## src/design/phy_regs_pkg.sv

```systemverilog
// Constants and types for the PHY status, identity and advertise registers
`default_nettype none
package phy_regs_pkg;
   // Register addresses, shared by the parallel port and the serial frames
   localparam int ADDR_W = 5;
   localparam int DATA_W = 16;
   localparam logic [4:0] REG_CONTROL = 5'h00;
   localparam logic [4:0] REG_STATUS = 5'h01;
   localparam logic [4:0] REG_IDENT_HI = 5'h02;
   localparam logic [4:0] REG_IDENT_LO = 5'h03;
   localparam logic [4:0] REG_ADVERTISE = 5'h04;

   // Status word fields
   localparam int ST_T4 = 15;
   localparam int ST_CAP_HI = 14;
   localparam int ST_CAP_LO = 11;
   localparam int ST_AN_DONE = 5;
   localparam int ST_RFAULT = 4;
   localparam int ST_AN_ABLE = 3;
   localparam int ST_LINK = 2;
   localparam int ST_JABBER = 1;
   localparam int ST_EXT = 0;
   localparam logic [3:0] CAP_BITS_VAL = 4'hF;
   localparam logic T4_ABLE_VAL = 1'b0;
   localparam logic AN_ABLE_VAL = 1'b1;
   localparam logic EXT_REGS_VAL = 1'b1;

   // Identity field widths
   localparam int OUI_W = 22;
   localparam int OUI_LO_W = 6;
   localparam int MODEL_W = 6;
   localparam int REV_W = 4;

   // Advertise word fields and reset values
   localparam int ADV_NP = 15;
   localparam int ADV_ACK = 14;
   localparam int ADV_RF = 13;
   localparam int ADV_RSV_HI = 12;
   localparam int ADV_RSV_LO = 11;
   localparam int ADV_PAUSE = 10;
   localparam int ADV_ABIL_HI = 9;
   localparam int ADV_ABIL_LO = 5;
   localparam int ADV_SEL_HI = 4;
   localparam int ADV_SEL_LO = 0;
   localparam logic [4:0] ADV_ABIL_RST = 5'h0F;
   localparam logic [4:0] ADV_SEL_RST = 5'h01;

   // Control word self-clearing restart bit
   localparam int CTL_RESTART = 9;

   // Serial management frame
   localparam int HDR_W = 12;
   localparam logic [1:0] OP_READ = 2'h2;
   localparam logic [1:0] OP_WRITE = 2'h1;
   localparam logic [4:0] HDR_LAST = 5'h0B;
   localparam logic [4:0] TA_LAST = 5'h01;
   localparam logic [4:0] DATA_LAST = 5'h0F;
   localparam logic [4:0] TAIL_LAST = 5'h11;
   localparam logic [4:0] PHY_ADDR_DEFAULT = 5'h01;

   typedef struct packed {
      logic an_done;
      logic remote_fault;
      logic link_up;
      logic jabber;
   } link_cond_type;

   typedef struct packed {
      logic [1:0] op;
      logic [4:0] phy;
      logic [4:0] reg_addr;
   } frame_hdr_type;

   typedef enum logic [6:0] {
      S_IDLE = 7'h01,
      S_START = 7'h02,
      S_HDR = 7'h04,
      S_TA_RD = 7'h08,
      S_RDATA = 7'h10,
      S_WDATA = 7'h20,
      S_SKIP = 7'h40
   } state_type;
endpackage
`default_nettype wire

```

## src/design/phy_status_id_advert_regs.sv

```systemverilog
// PHY status, identity and advertise registers with serial management port
//
// Overview of operation
// - Status bit 15 reads 0; bits 14 to 11 read 1.
// - Status bits 10 to 6 always read zero.
// - Status bit 5 latches negotiation complete; sticky, read only.
// - Status bit 4 shows a detected remote fault.
// - Status bit 3 reads 1: negotiation is supported.
// - Status bit 2 is a sticky link valid flag.
// - Status bit 1 is a sticky jabber flag, meaningful at 10 Mbps.
// - Status bit 0 reads 1: extended registers exist.
// - A 32-bit identifier spans addresses 2 and 3.
// - Only 22 low manufacturer code bits kept; bits 23:22 are zero.
// - Code bits 21:6 fill word 1; bits 5:0 sit in word 2 15:10.
// - The 6-bit model number sits in word 2 bits 9:4.
// - The 4-bit revision sits in word 2 below the model.
// - Advertise bit 14 is read only, set by negotiation logic.
// - Advertise bit 13 is writable, resets to 0, sent as fault.
// - Advertise bit 10 is read only pause support, variant reset.
// - Advertise bits 9 to 5 writable, reset 0,1,1,1,1.
// - Advertise bits 4:0 writable selector, resets to 00001.
// - Advertise bits 12:11 are read only zero.
// - Control bit 9 written 1 restarts negotiation, then clears.
// - Registers reachable by serial frames; device drives the second turnaround bit on reads.
`default_nettype none
module phy_status_id_advert_regs
   import phy_regs_pkg::*;
#(
   parameter logic [4:0] PHY_ADDR = PHY_ADDR_DEFAULT,
   // Identity values below are arbitrary
   parameter logic [OUI_W-1:0] OUI_CODE = 22'h0A5A5A,
   parameter logic [MODEL_W-1:0] MODEL_NUM = 6'h2A,
   parameter logic [REV_W-1:0] REV_NUM = 4'h3,
   parameter logic PAUSE_ABLE = 1'b0
)(
   // Clock and reset
   input wire logic MCLK,
   input wire logic RST,
   // Register port
   input wire logic [ADDR_W-1:0] ADDR,
   input wire logic [DATA_W-1:0] WR_DATA,
   input wire logic WR_EN,
   input wire logic RD_EN,
   output logic [DATA_W-1:0] RD_DATA,
   // Negotiation and link logic
   input wire link_cond_type LINK_COND,
   input wire logic AN_ACK_SET,
   output logic [DATA_W-1:0] ADV_WORD,
   output logic RESTART_AN,
   // Serial management pins
   input wire logic MDC,
   input wire logic MDIO_IN,
   output logic MDIO_OUT,
   output logic MDIO_OE
);

   logic mdc_s1_q, mdc_s2_q, mdc_s3_q;
   logic mdi_s1_q, mdi_s2_q;
   logic mdc_rise, mdc_fall;
   state_type state_q;
   logic [4:0] cnt_q;
   frame_hdr_type hdr_q, hdr_nx;
   logic [DATA_W-1:0] shift_q;
   logic hdr_end, hdr_match;
   logic mdio_wr_q;
   logic [DATA_W-1:0] mdio_wdata_q;
   logic mdo_q, mdoe_q;
   logic wr_en;
   logic [ADDR_W-1:0] wr_addr;
   logic [DATA_W-1:0] wr_data;
   logic stat_rd;
   logic an_done_q, link_q, jabber_q;
   logic adv_np_q, adv_ack_q, adv_rf_q;
   logic [4:0] adv_abil_q, adv_sel_q;
   logic restart_q;
   logic [DATA_W-1:0] rd_data_q;
   logic [DATA_W-1:0] status_word, ident_hi, ident_lo;

   // Shared register read decode
   function automatic logic [DATA_W-1:0] read_reg(input logic [4:0] a);
      logic [DATA_W-1:0] v;
      v = '0;
      case (a)
         REG_STATUS: v = status_word;
         REG_IDENT_HI: v = ident_hi;
         REG_IDENT_LO: v = ident_lo;
         REG_ADVERTISE: v = ADV_WORD;
         default: v = '0;
      endcase
      return v;
   endfunction

   // Fixed status bits plus sticky flags
   always_comb begin
      status_word = '0;
      status_word[ST_T4] = T4_ABLE_VAL;
      status_word[ST_CAP_HI:ST_CAP_LO] = CAP_BITS_VAL;
      // reserved stay zero from the default above
      status_word[ST_AN_DONE] = an_done_q;
      status_word[ST_RFAULT] = LINK_COND.remote_fault;
      status_word[ST_AN_ABLE] = AN_ABLE_VAL;
      status_word[ST_LINK] = link_q;
      status_word[ST_JABBER] = jabber_q;
      status_word[ST_EXT] = EXT_REGS_VAL;
   end

   assign ident_hi = OUI_CODE[OUI_W-1:OUI_LO_W];
   assign ident_lo = {OUI_CODE[OUI_LO_W-1:0], MODEL_NUM, REV_NUM};

   // Advertise word as driven to negotiation logic
   always_comb begin
      ADV_WORD = '0;
      ADV_WORD[ADV_NP] = adv_np_q;
      ADV_WORD[ADV_ACK] = adv_ack_q;
      ADV_WORD[ADV_RF] = adv_rf_q;
      ADV_WORD[ADV_RSV_HI:ADV_RSV_LO] = 2'h0;
      ADV_WORD[ADV_PAUSE] = PAUSE_ABLE;
      ADV_WORD[ADV_ABIL_HI:ADV_ABIL_LO] = adv_abil_q;
      ADV_WORD[ADV_SEL_HI:ADV_SEL_LO] = adv_sel_q;
   end

   // Pin synchronisers
   always_ff @(posedge MCLK or posedge RST) begin
      if (RST) begin
         mdc_s1_q <= 1'b0;
         mdc_s2_q <= 1'b0;
         mdc_s3_q <= 1'b0;
         mdi_s1_q <= 1'b1;
         mdi_s2_q <= 1'b1;
      end else begin
         mdc_s1_q <= MDC;
         mdc_s2_q <= mdc_s1_q;
         mdc_s3_q <= mdc_s2_q;
         mdi_s1_q <= MDIO_IN;
         mdi_s2_q <= mdi_s1_q;
      end
   end

   assign mdc_rise = mdc_s2_q & ~mdc_s3_q;
   assign mdc_fall = ~mdc_s2_q & mdc_s3_q;
   assign hdr_nx = frame_hdr_type'({hdr_q[HDR_W-2:0], mdi_s2_q});
   assign hdr_end = mdc_rise && (state_q == S_HDR) && (cnt_q == HDR_LAST);
   assign hdr_match = (hdr_nx.phy == PHY_ADDR);

   // frame sequencer on the sampled clock edges
   always_ff @(posedge MCLK or posedge RST) begin
      if (RST) begin
         state_q <= S_IDLE;
         cnt_q <= '0;
         hdr_q <= '0;
         shift_q <= '0;
      end else if (mdc_rise) begin
         case (state_q)
            S_IDLE: begin
               if (!mdi_s2_q) begin
                  state_q <= S_START;
               end
            end
            S_START: begin
               if (mdi_s2_q) begin
                  state_q <= S_HDR;
                  cnt_q <= '0;
               end
            end
            S_HDR: begin
               hdr_q <= hdr_nx;
               cnt_q <= cnt_q + 5'h01;
               if (cnt_q == HDR_LAST) begin
                  cnt_q <= '0;
                  if (hdr_match && hdr_nx.op == OP_READ) begin
                     state_q <= S_TA_RD;
                     shift_q <= read_reg(hdr_nx.reg_addr);
                  end else if (hdr_match && hdr_nx.op == OP_WRITE) begin
                     state_q <= S_WDATA;
                  end else begin
                     state_q <= S_SKIP;
                  end
               end
            end
            S_TA_RD: begin
               cnt_q <= cnt_q + 5'h01;
               if (cnt_q == TA_LAST) begin
                  state_q <= S_RDATA;
                  cnt_q <= '0;
               end
            end
            S_RDATA: begin
               cnt_q <= cnt_q + 5'h01;
               if (cnt_q == DATA_LAST) begin
                  state_q <= S_IDLE;
               end
            end
            S_WDATA: begin
               shift_q <= {shift_q[DATA_W-2:0], mdi_s2_q};
               cnt_q <= cnt_q + 5'h01;
               if (cnt_q == TAIL_LAST) begin
                  state_q <= S_IDLE;
               end
            end
            S_SKIP: begin
               cnt_q <= cnt_q + 5'h01;
               if (cnt_q == TAIL_LAST) begin
                  state_q <= S_IDLE;
               end
            end
            default: begin
               state_q <= S_IDLE;
            end
         endcase
      end else if (mdc_fall && state_q == S_RDATA) begin
         shift_q <= {shift_q[DATA_W-2:0], 1'b0};
      end
   end

   // device drives turnaround zero and read data on falling edges
   always_ff @(posedge MCLK or posedge RST) begin
      if (RST) begin
         mdo_q <= 1'b0;
         mdoe_q <= 1'b0;
      end else if (mdc_fall) begin
         if (state_q == S_TA_RD && cnt_q == TA_LAST) begin
            mdo_q <= 1'b0;
            mdoe_q <= 1'b1;
         end else if (state_q == S_RDATA) begin
            mdo_q <= shift_q[DATA_W-1];
            mdoe_q <= 1'b1;
         end else begin
            mdo_q <= 1'b0;
            mdoe_q <= 1'b0;
         end
      end
   end

   assign MDIO_OUT = mdo_q;
   assign MDIO_OE = mdoe_q;

   // Serial write commits one cycle after the last data bit
   always_ff @(posedge MCLK or posedge RST) begin
      if (RST) begin
         mdio_wr_q <= 1'b0;
         mdio_wdata_q <= '0;
      end else begin
         mdio_wr_q <= mdc_rise && state_q == S_WDATA && cnt_q == TAIL_LAST;
         if (mdc_rise && state_q == S_WDATA && cnt_q == TAIL_LAST) begin
            mdio_wdata_q <= {shift_q[DATA_W-2:0], mdi_s2_q};
         end
      end
   end

   // Port write takes precedence over a serial write in the same cycle
   assign wr_en = WR_EN | mdio_wr_q;
   assign wr_addr = WR_EN ? ADDR : hdr_q.reg_addr;
   assign wr_data = WR_EN ? WR_DATA : mdio_wdata_q;
   assign stat_rd = (RD_EN && ADDR == REG_STATUS) ||
                    (hdr_end && hdr_match && hdr_nx.op == OP_READ &&
                     hdr_nx.reg_addr == REG_STATUS);

   // sticky flags follow the condition after a status read
   always_ff @(posedge MCLK or posedge RST) begin
      if (RST) begin
         an_done_q <= 1'b0;
         link_q <= 1'b0;
         jabber_q <= 1'b0;
      end else begin
         an_done_q <= stat_rd ? LINK_COND.an_done
                              : (an_done_q | LINK_COND.an_done);
         link_q <= stat_rd ? LINK_COND.link_up
                           : (link_q & LINK_COND.link_up);
         jabber_q <= stat_rd ? LINK_COND.jabber
                             : (jabber_q | LINK_COND.jabber);
      end
   end

   // Advertise register
   always_ff @(posedge MCLK or posedge RST) begin
      if (RST) begin
         adv_np_q <= 1'b0;
         adv_rf_q <= 1'b0;
         adv_abil_q <= ADV_ABIL_RST;
         adv_sel_q <= ADV_SEL_RST;
      end else if (wr_en && wr_addr == REG_ADVERTISE) begin
         adv_np_q <= wr_data[ADV_NP];
         adv_rf_q <= wr_data[ADV_RF];
         adv_abil_q <= wr_data[ADV_ABIL_HI:ADV_ABIL_LO];
         adv_sel_q <= wr_data[ADV_SEL_HI:ADV_SEL_LO];
      end
   end

   // acknowledge set only by negotiation, dropped on restart
   always_ff @(posedge MCLK or posedge RST) begin
      if (RST) begin
         adv_ack_q <= 1'b0;
      end else if (AN_ACK_SET) begin
         adv_ack_q <= 1'b1;
      end else if (restart_q) begin
         adv_ack_q <= 1'b0;
      end
   end

   always_ff @(posedge MCLK or posedge RST) begin
      if (RST) begin
         restart_q <= 1'b0;
      end else begin
         restart_q <= wr_en && wr_addr == REG_CONTROL &&
                      wr_data[CTL_RESTART];
      end
   end

   assign RESTART_AN = restart_q;

   // Port read data stands one cycle only
   always_ff @(posedge MCLK or posedge RST) begin
      if (RST) begin
         rd_data_q <= '0;
      end else begin
         rd_data_q <= RD_EN ? read_reg(ADDR) : '0;
      end
   end

   assign RD_DATA = rd_data_q;
endmodule
`default_nettype wire

```

## config.mk

```make
export PLATFORM = sky130hd
export DESIGN_NAME = phy_status_id_advert_regs
export DESIGN_NICKNAME = d
export VERILOG_FILES = /design/src/design/phy_regs_pkg.sv /design/src/design/phy_status_id_advert_regs.sv
export SDC_FILE = /design/constraint.sdc
export NUM_CORES = 1
export LEC_CHECK = 0
export ABC_AREA = 1
export BUFFER_PORTS_ARGS = -buffer_cell sky130_fd_sc_hd__buf_4
export CAP_MARGIN = 10
export CELL_PAD_IN_SITES_DETAIL_PLACEMENT = 1
export CELL_PAD_IN_SITES_GLOBAL_PLACEMENT = 1
export CORE_MARGIN = 2
export CORE_UTILIZATION = 30
export DETAILED_ROUTE_END_ITERATION = 7
export PLACE_DENSITY_LB_ADDON = 0.1
export REMOVE_ABC_BUFFERS = 1
export SETUP_SLACK_MARGIN = 0.05
export SYNTH_ARGS = -nofsm -noshare
export SYNTH_HDL_FRONTEND = slang
export SYNTH_SLANG_ARGS = --single-unit
```

## constraint.sdc

```tcl
create_clock -name MCLK -period 3.27 [get_ports MCLK]
set_input_delay 0.1635 -clock MCLK [delete_from_list [all_inputs] [get_ports MCLK]]
set_output_delay 0.1635 -clock MCLK [all_outputs]
set_load 0.01 [all_outputs]
```

==> flow_metrics.tcl <==
set metrics [dict create \
    status "completed" \
    async_reset_ff_share_pct 100 \
    r2r-end "mdio_wdata_q[9]" \
    path_max_fanout 20 \
    synth_edf_count 0 \
    num_rows 45 \
    p_comb_share_pct 25.1 \
    vdd_drop_max_mv 0.251 \
    max_cap_violations 0 \
    firstDrtPassIters 4 \
    die_h_um 129 \
    grt_overflow 0 \
    wl_um 13500 \
    place_inst 842 \
    final_nets 703 \
    drt_iter0_drc 170 \
    max_slew_margin_pct 53.3 \
    grt_usage_pct 17.4 \
    hold_viol_final 0 \
    power_density_nw_per_um2 586 \
    r2r_cells 7 \
    synthToLayoutAreaGrowth_pct 19.1 \
    seqPwrFrac_pct 44.0 \
    yosysWarnings 0 \
    cts_sinks 91 \
    drc_errors 0 \
    synth.area.top_cells "dfrtp_1, nand2_1, nand3_1" \
    internal_power_mw 2.13 \
    antenna_found_initial 0 \
    setup_viol 0 \
    io_pins 67 \
    first_global_vias 4311 \
    synth.ff_latch_count 91 \
    postSynthAreaPerCell_um2 7.62 \
    switching_share_pct 34.4 \
    grt_max_degree 37 \
    regToRegSetupSlack_ns 1.21 \
    cts_tree "built" \
    cts_buffer_depth 2 \
    die_w_um 129 \
    wl_met2_um 5880 \
    cts_resized 0 \
    synthCells 611 \
    grt_first_pass_wirelength_um 22300 \
    netlist_area_um2 4650 \
    cts_setup_buffers 0 \
    met1_length_um 6850 \
    rsz0062_at_grt "no" \
    timing.fmax_mhz 485 \
    ys_seq_area_share_pct 49.2 \
    fp.dieArea_um2 16500 \
    yosysTopAreaCellShare_pct 44.6 \
    top_layer_used "met4" \
    start_kind "flip-flop" \
    drive_gt1_share_pct 16.2 \
    diodes 0 \
    worstMarginPinSlew_ns 0.701 \
    synth_cell_types 33 \
    power_frac_clock_pct 30.9 \
    synth_common_cells "nand2_1, dfrtp_1, inv_1, nor2_1, nand3_1" \
    dr_wl_met3_um 422 \
    cts_buffers 9 \
    finalPower_mw 3.25 \
    cts_max_level 3 \
    hold_end "an_done_q" \
    layout.cells.non_filler 860 \
    worstHoldStart "LINK_COND[3]" \
    synth.most_common_cell "nand2_1" \
    core_um2 15200 \
    timing.final.crit_share_pct 63.1 \
    p_leak_nw 2.88 \
    power.switching_mw 1.12 \
    rr_startpoint "cnt_q[1]" \
    insertion_delay_ns 0.34 \
    cts_root_buffer "clkbuf_16" \
    synth_flop_cell "dfrtp_1" \
    gp_congestion 0.835 \
    port-buffer-count 58 \
    hp-class "input port to flip-flop" \
    wl_per_cell_um 15.6 \
    cp-end-kind "flip-flop" \
    synth.largest_area_cell "dfrtp_1" \
    layout_min_cycle_time_ns 2.06 \
    final_max_slew_viol_count 0 \
    tns_ns 0 \
    post-dp-hpwl_um 10100 \
    ant_nets 0 \
    clock_skew_ns 0.00567 \
    cp.arrival_ns 2.25 \
    critPathRequiredTime_ns 3.46 \
    clkTransAtPathRegs_ns 0.06 \
    vias 4098 \
    start_util_pct 30.6 \
    via_per_inst 4.77 \
    crit_type "flip-flop to flip-flop" \
    hold_depth 3 \
]
==> per-stage QoR <==
| step | setup WS, ns | cell area, µm² | util [%] | hold WS [ns] |
|---|---|---|---|---|
| 2_1_floorplan | 0.756 | 4530 | - | 0.168 |
| 3_3_place_gp | 1.26 | 5230 | 34.4 | 0.273 |
| 3_5_place_dp | 1.18 | 5230 | 34.4 | 0.276 |
| 4_1_cts | 1.17 | 5540 | 36.5 | 0.0000129 |
| 5_1_grt | 1.01 | 5540 | 36.5 | 0.0165 |
| 6_report | 1.21 | 5540 | 36.5 | 0.0178 |
==> power groups by stage <==
stage               Clock [mW]  Sequential [mW]  Combinational [mW]
CTS                       1.04             1.43               0.828
detailed placement           0             1.45               0.820
global route              1.09             1.45               0.933
finish                    1.00             1.43               0.816
floorplan                    0             1.42               0.530
global placement             0             1.44               0.803
==> layer usage <==
layer	vias up	global-route usage (%)
li1	2019	-
met1	1985	24.6
met2	77	27.0
met3	17	2.16
met4	0	7.16
met5	-	0
==> worst max path at each step <==
| stage | start | to | slack, ns |
|---|---|---|---|
| 6_report | cnt_q[1] | mdio_wdata_q[9] | 1.21 |
| 5_1_grt | cnt_q[0] | state_q[5] | 1.01 |
| 4_1_cts | cnt_q[1] | mdio_wdata_q[1] | 1.17 |
| 3_5_place_dp | cnt_q[1] | mdio_wdata_q[1] | 1.18 |
| 3_3_place_gp | cnt_q[1] | mdio_wdata_q[7] | 1.26 |
| 2_1_floorplan | RST | MDIO_OE | 0.76 |
==> kinds of logic (layout without fill, tap and decap cells) <==
group	count (synthesis)	in the layout	synth area share, %
xor+xnor	2	2	0.377
fa+ha+maj	3	3	0.807
flops	91	91	49.2
compound gates	71	71	8.31
buf+inv	85	143	7.96
simple gates	358	358	33.3
other cells	1	4	0.0806
==> flip-flops by register name (all words and copies together) (netlist names), 5 cells and up <==
name,cells
state_q,7
adv_abil_q,5
cnt_q,5
shift_q,16
mdio_wdata_q,12
RD_DATA,15
adv_sel_q,5
hdr_nx,11
==> critical path: stages, from the launching register on <==
cell     delay [ns]
dfrtp_1        0.41
inv_1          0.07
ha_1           0.16
nand2_1        0.06
nor2_1         0.19
nand3_1        0.26
inv_1          0.57
o21ai_0        0.18
==> placed cells by master, fill, tap and decap left out, types with 2 or more instances in the layout <==
cell	count
a21oi_1	11
buf_4	62
clkbuf_16	9
clkbuf_8	3
clkinv_1	2
clkinv_2	3
conb_1	4
dfrtp_1	83
dfstp_2	8
dlygate4sd3_1	3
ha_1	3
inv_1	58
inv_2	2
nand2_1	231
nand2_2	4
nand2_4	4
nand3_1	47
nand3b_1	5
nand4_1	5
nor2_1	48
nor2_2	3
nor2_4	8
nor3_1	2
o211ai_1	2
o21ai_0	46
o21ai_1	3
o21ai_2	2
o21bai_1	2
o31ai_1	2
xor2_1	2
==> layout make-up <==
| cell class | instances | area, µm² |
|---|---|---|
| fillers | 1893 | 9660 |
| well taps | 188 | 235 |
| clock inverters | 2 | 10.0 |
| clock buffers | 13 | 270 |
| multi-input cells | 438 | 2010 |
| repair buffers | 65 | 495 |
| flip-flops and latches | 91 | 2290 |
| inverters | 63 | 238 |
==> what timing repair did <==
item                                   in CTS  in global routing
hold buffers                                3                  0
endpoints found under the hold margin      33                  0
setup endpoints to repair                   0                  0
No activity file was read; power rests on OpenSTA's default activity.
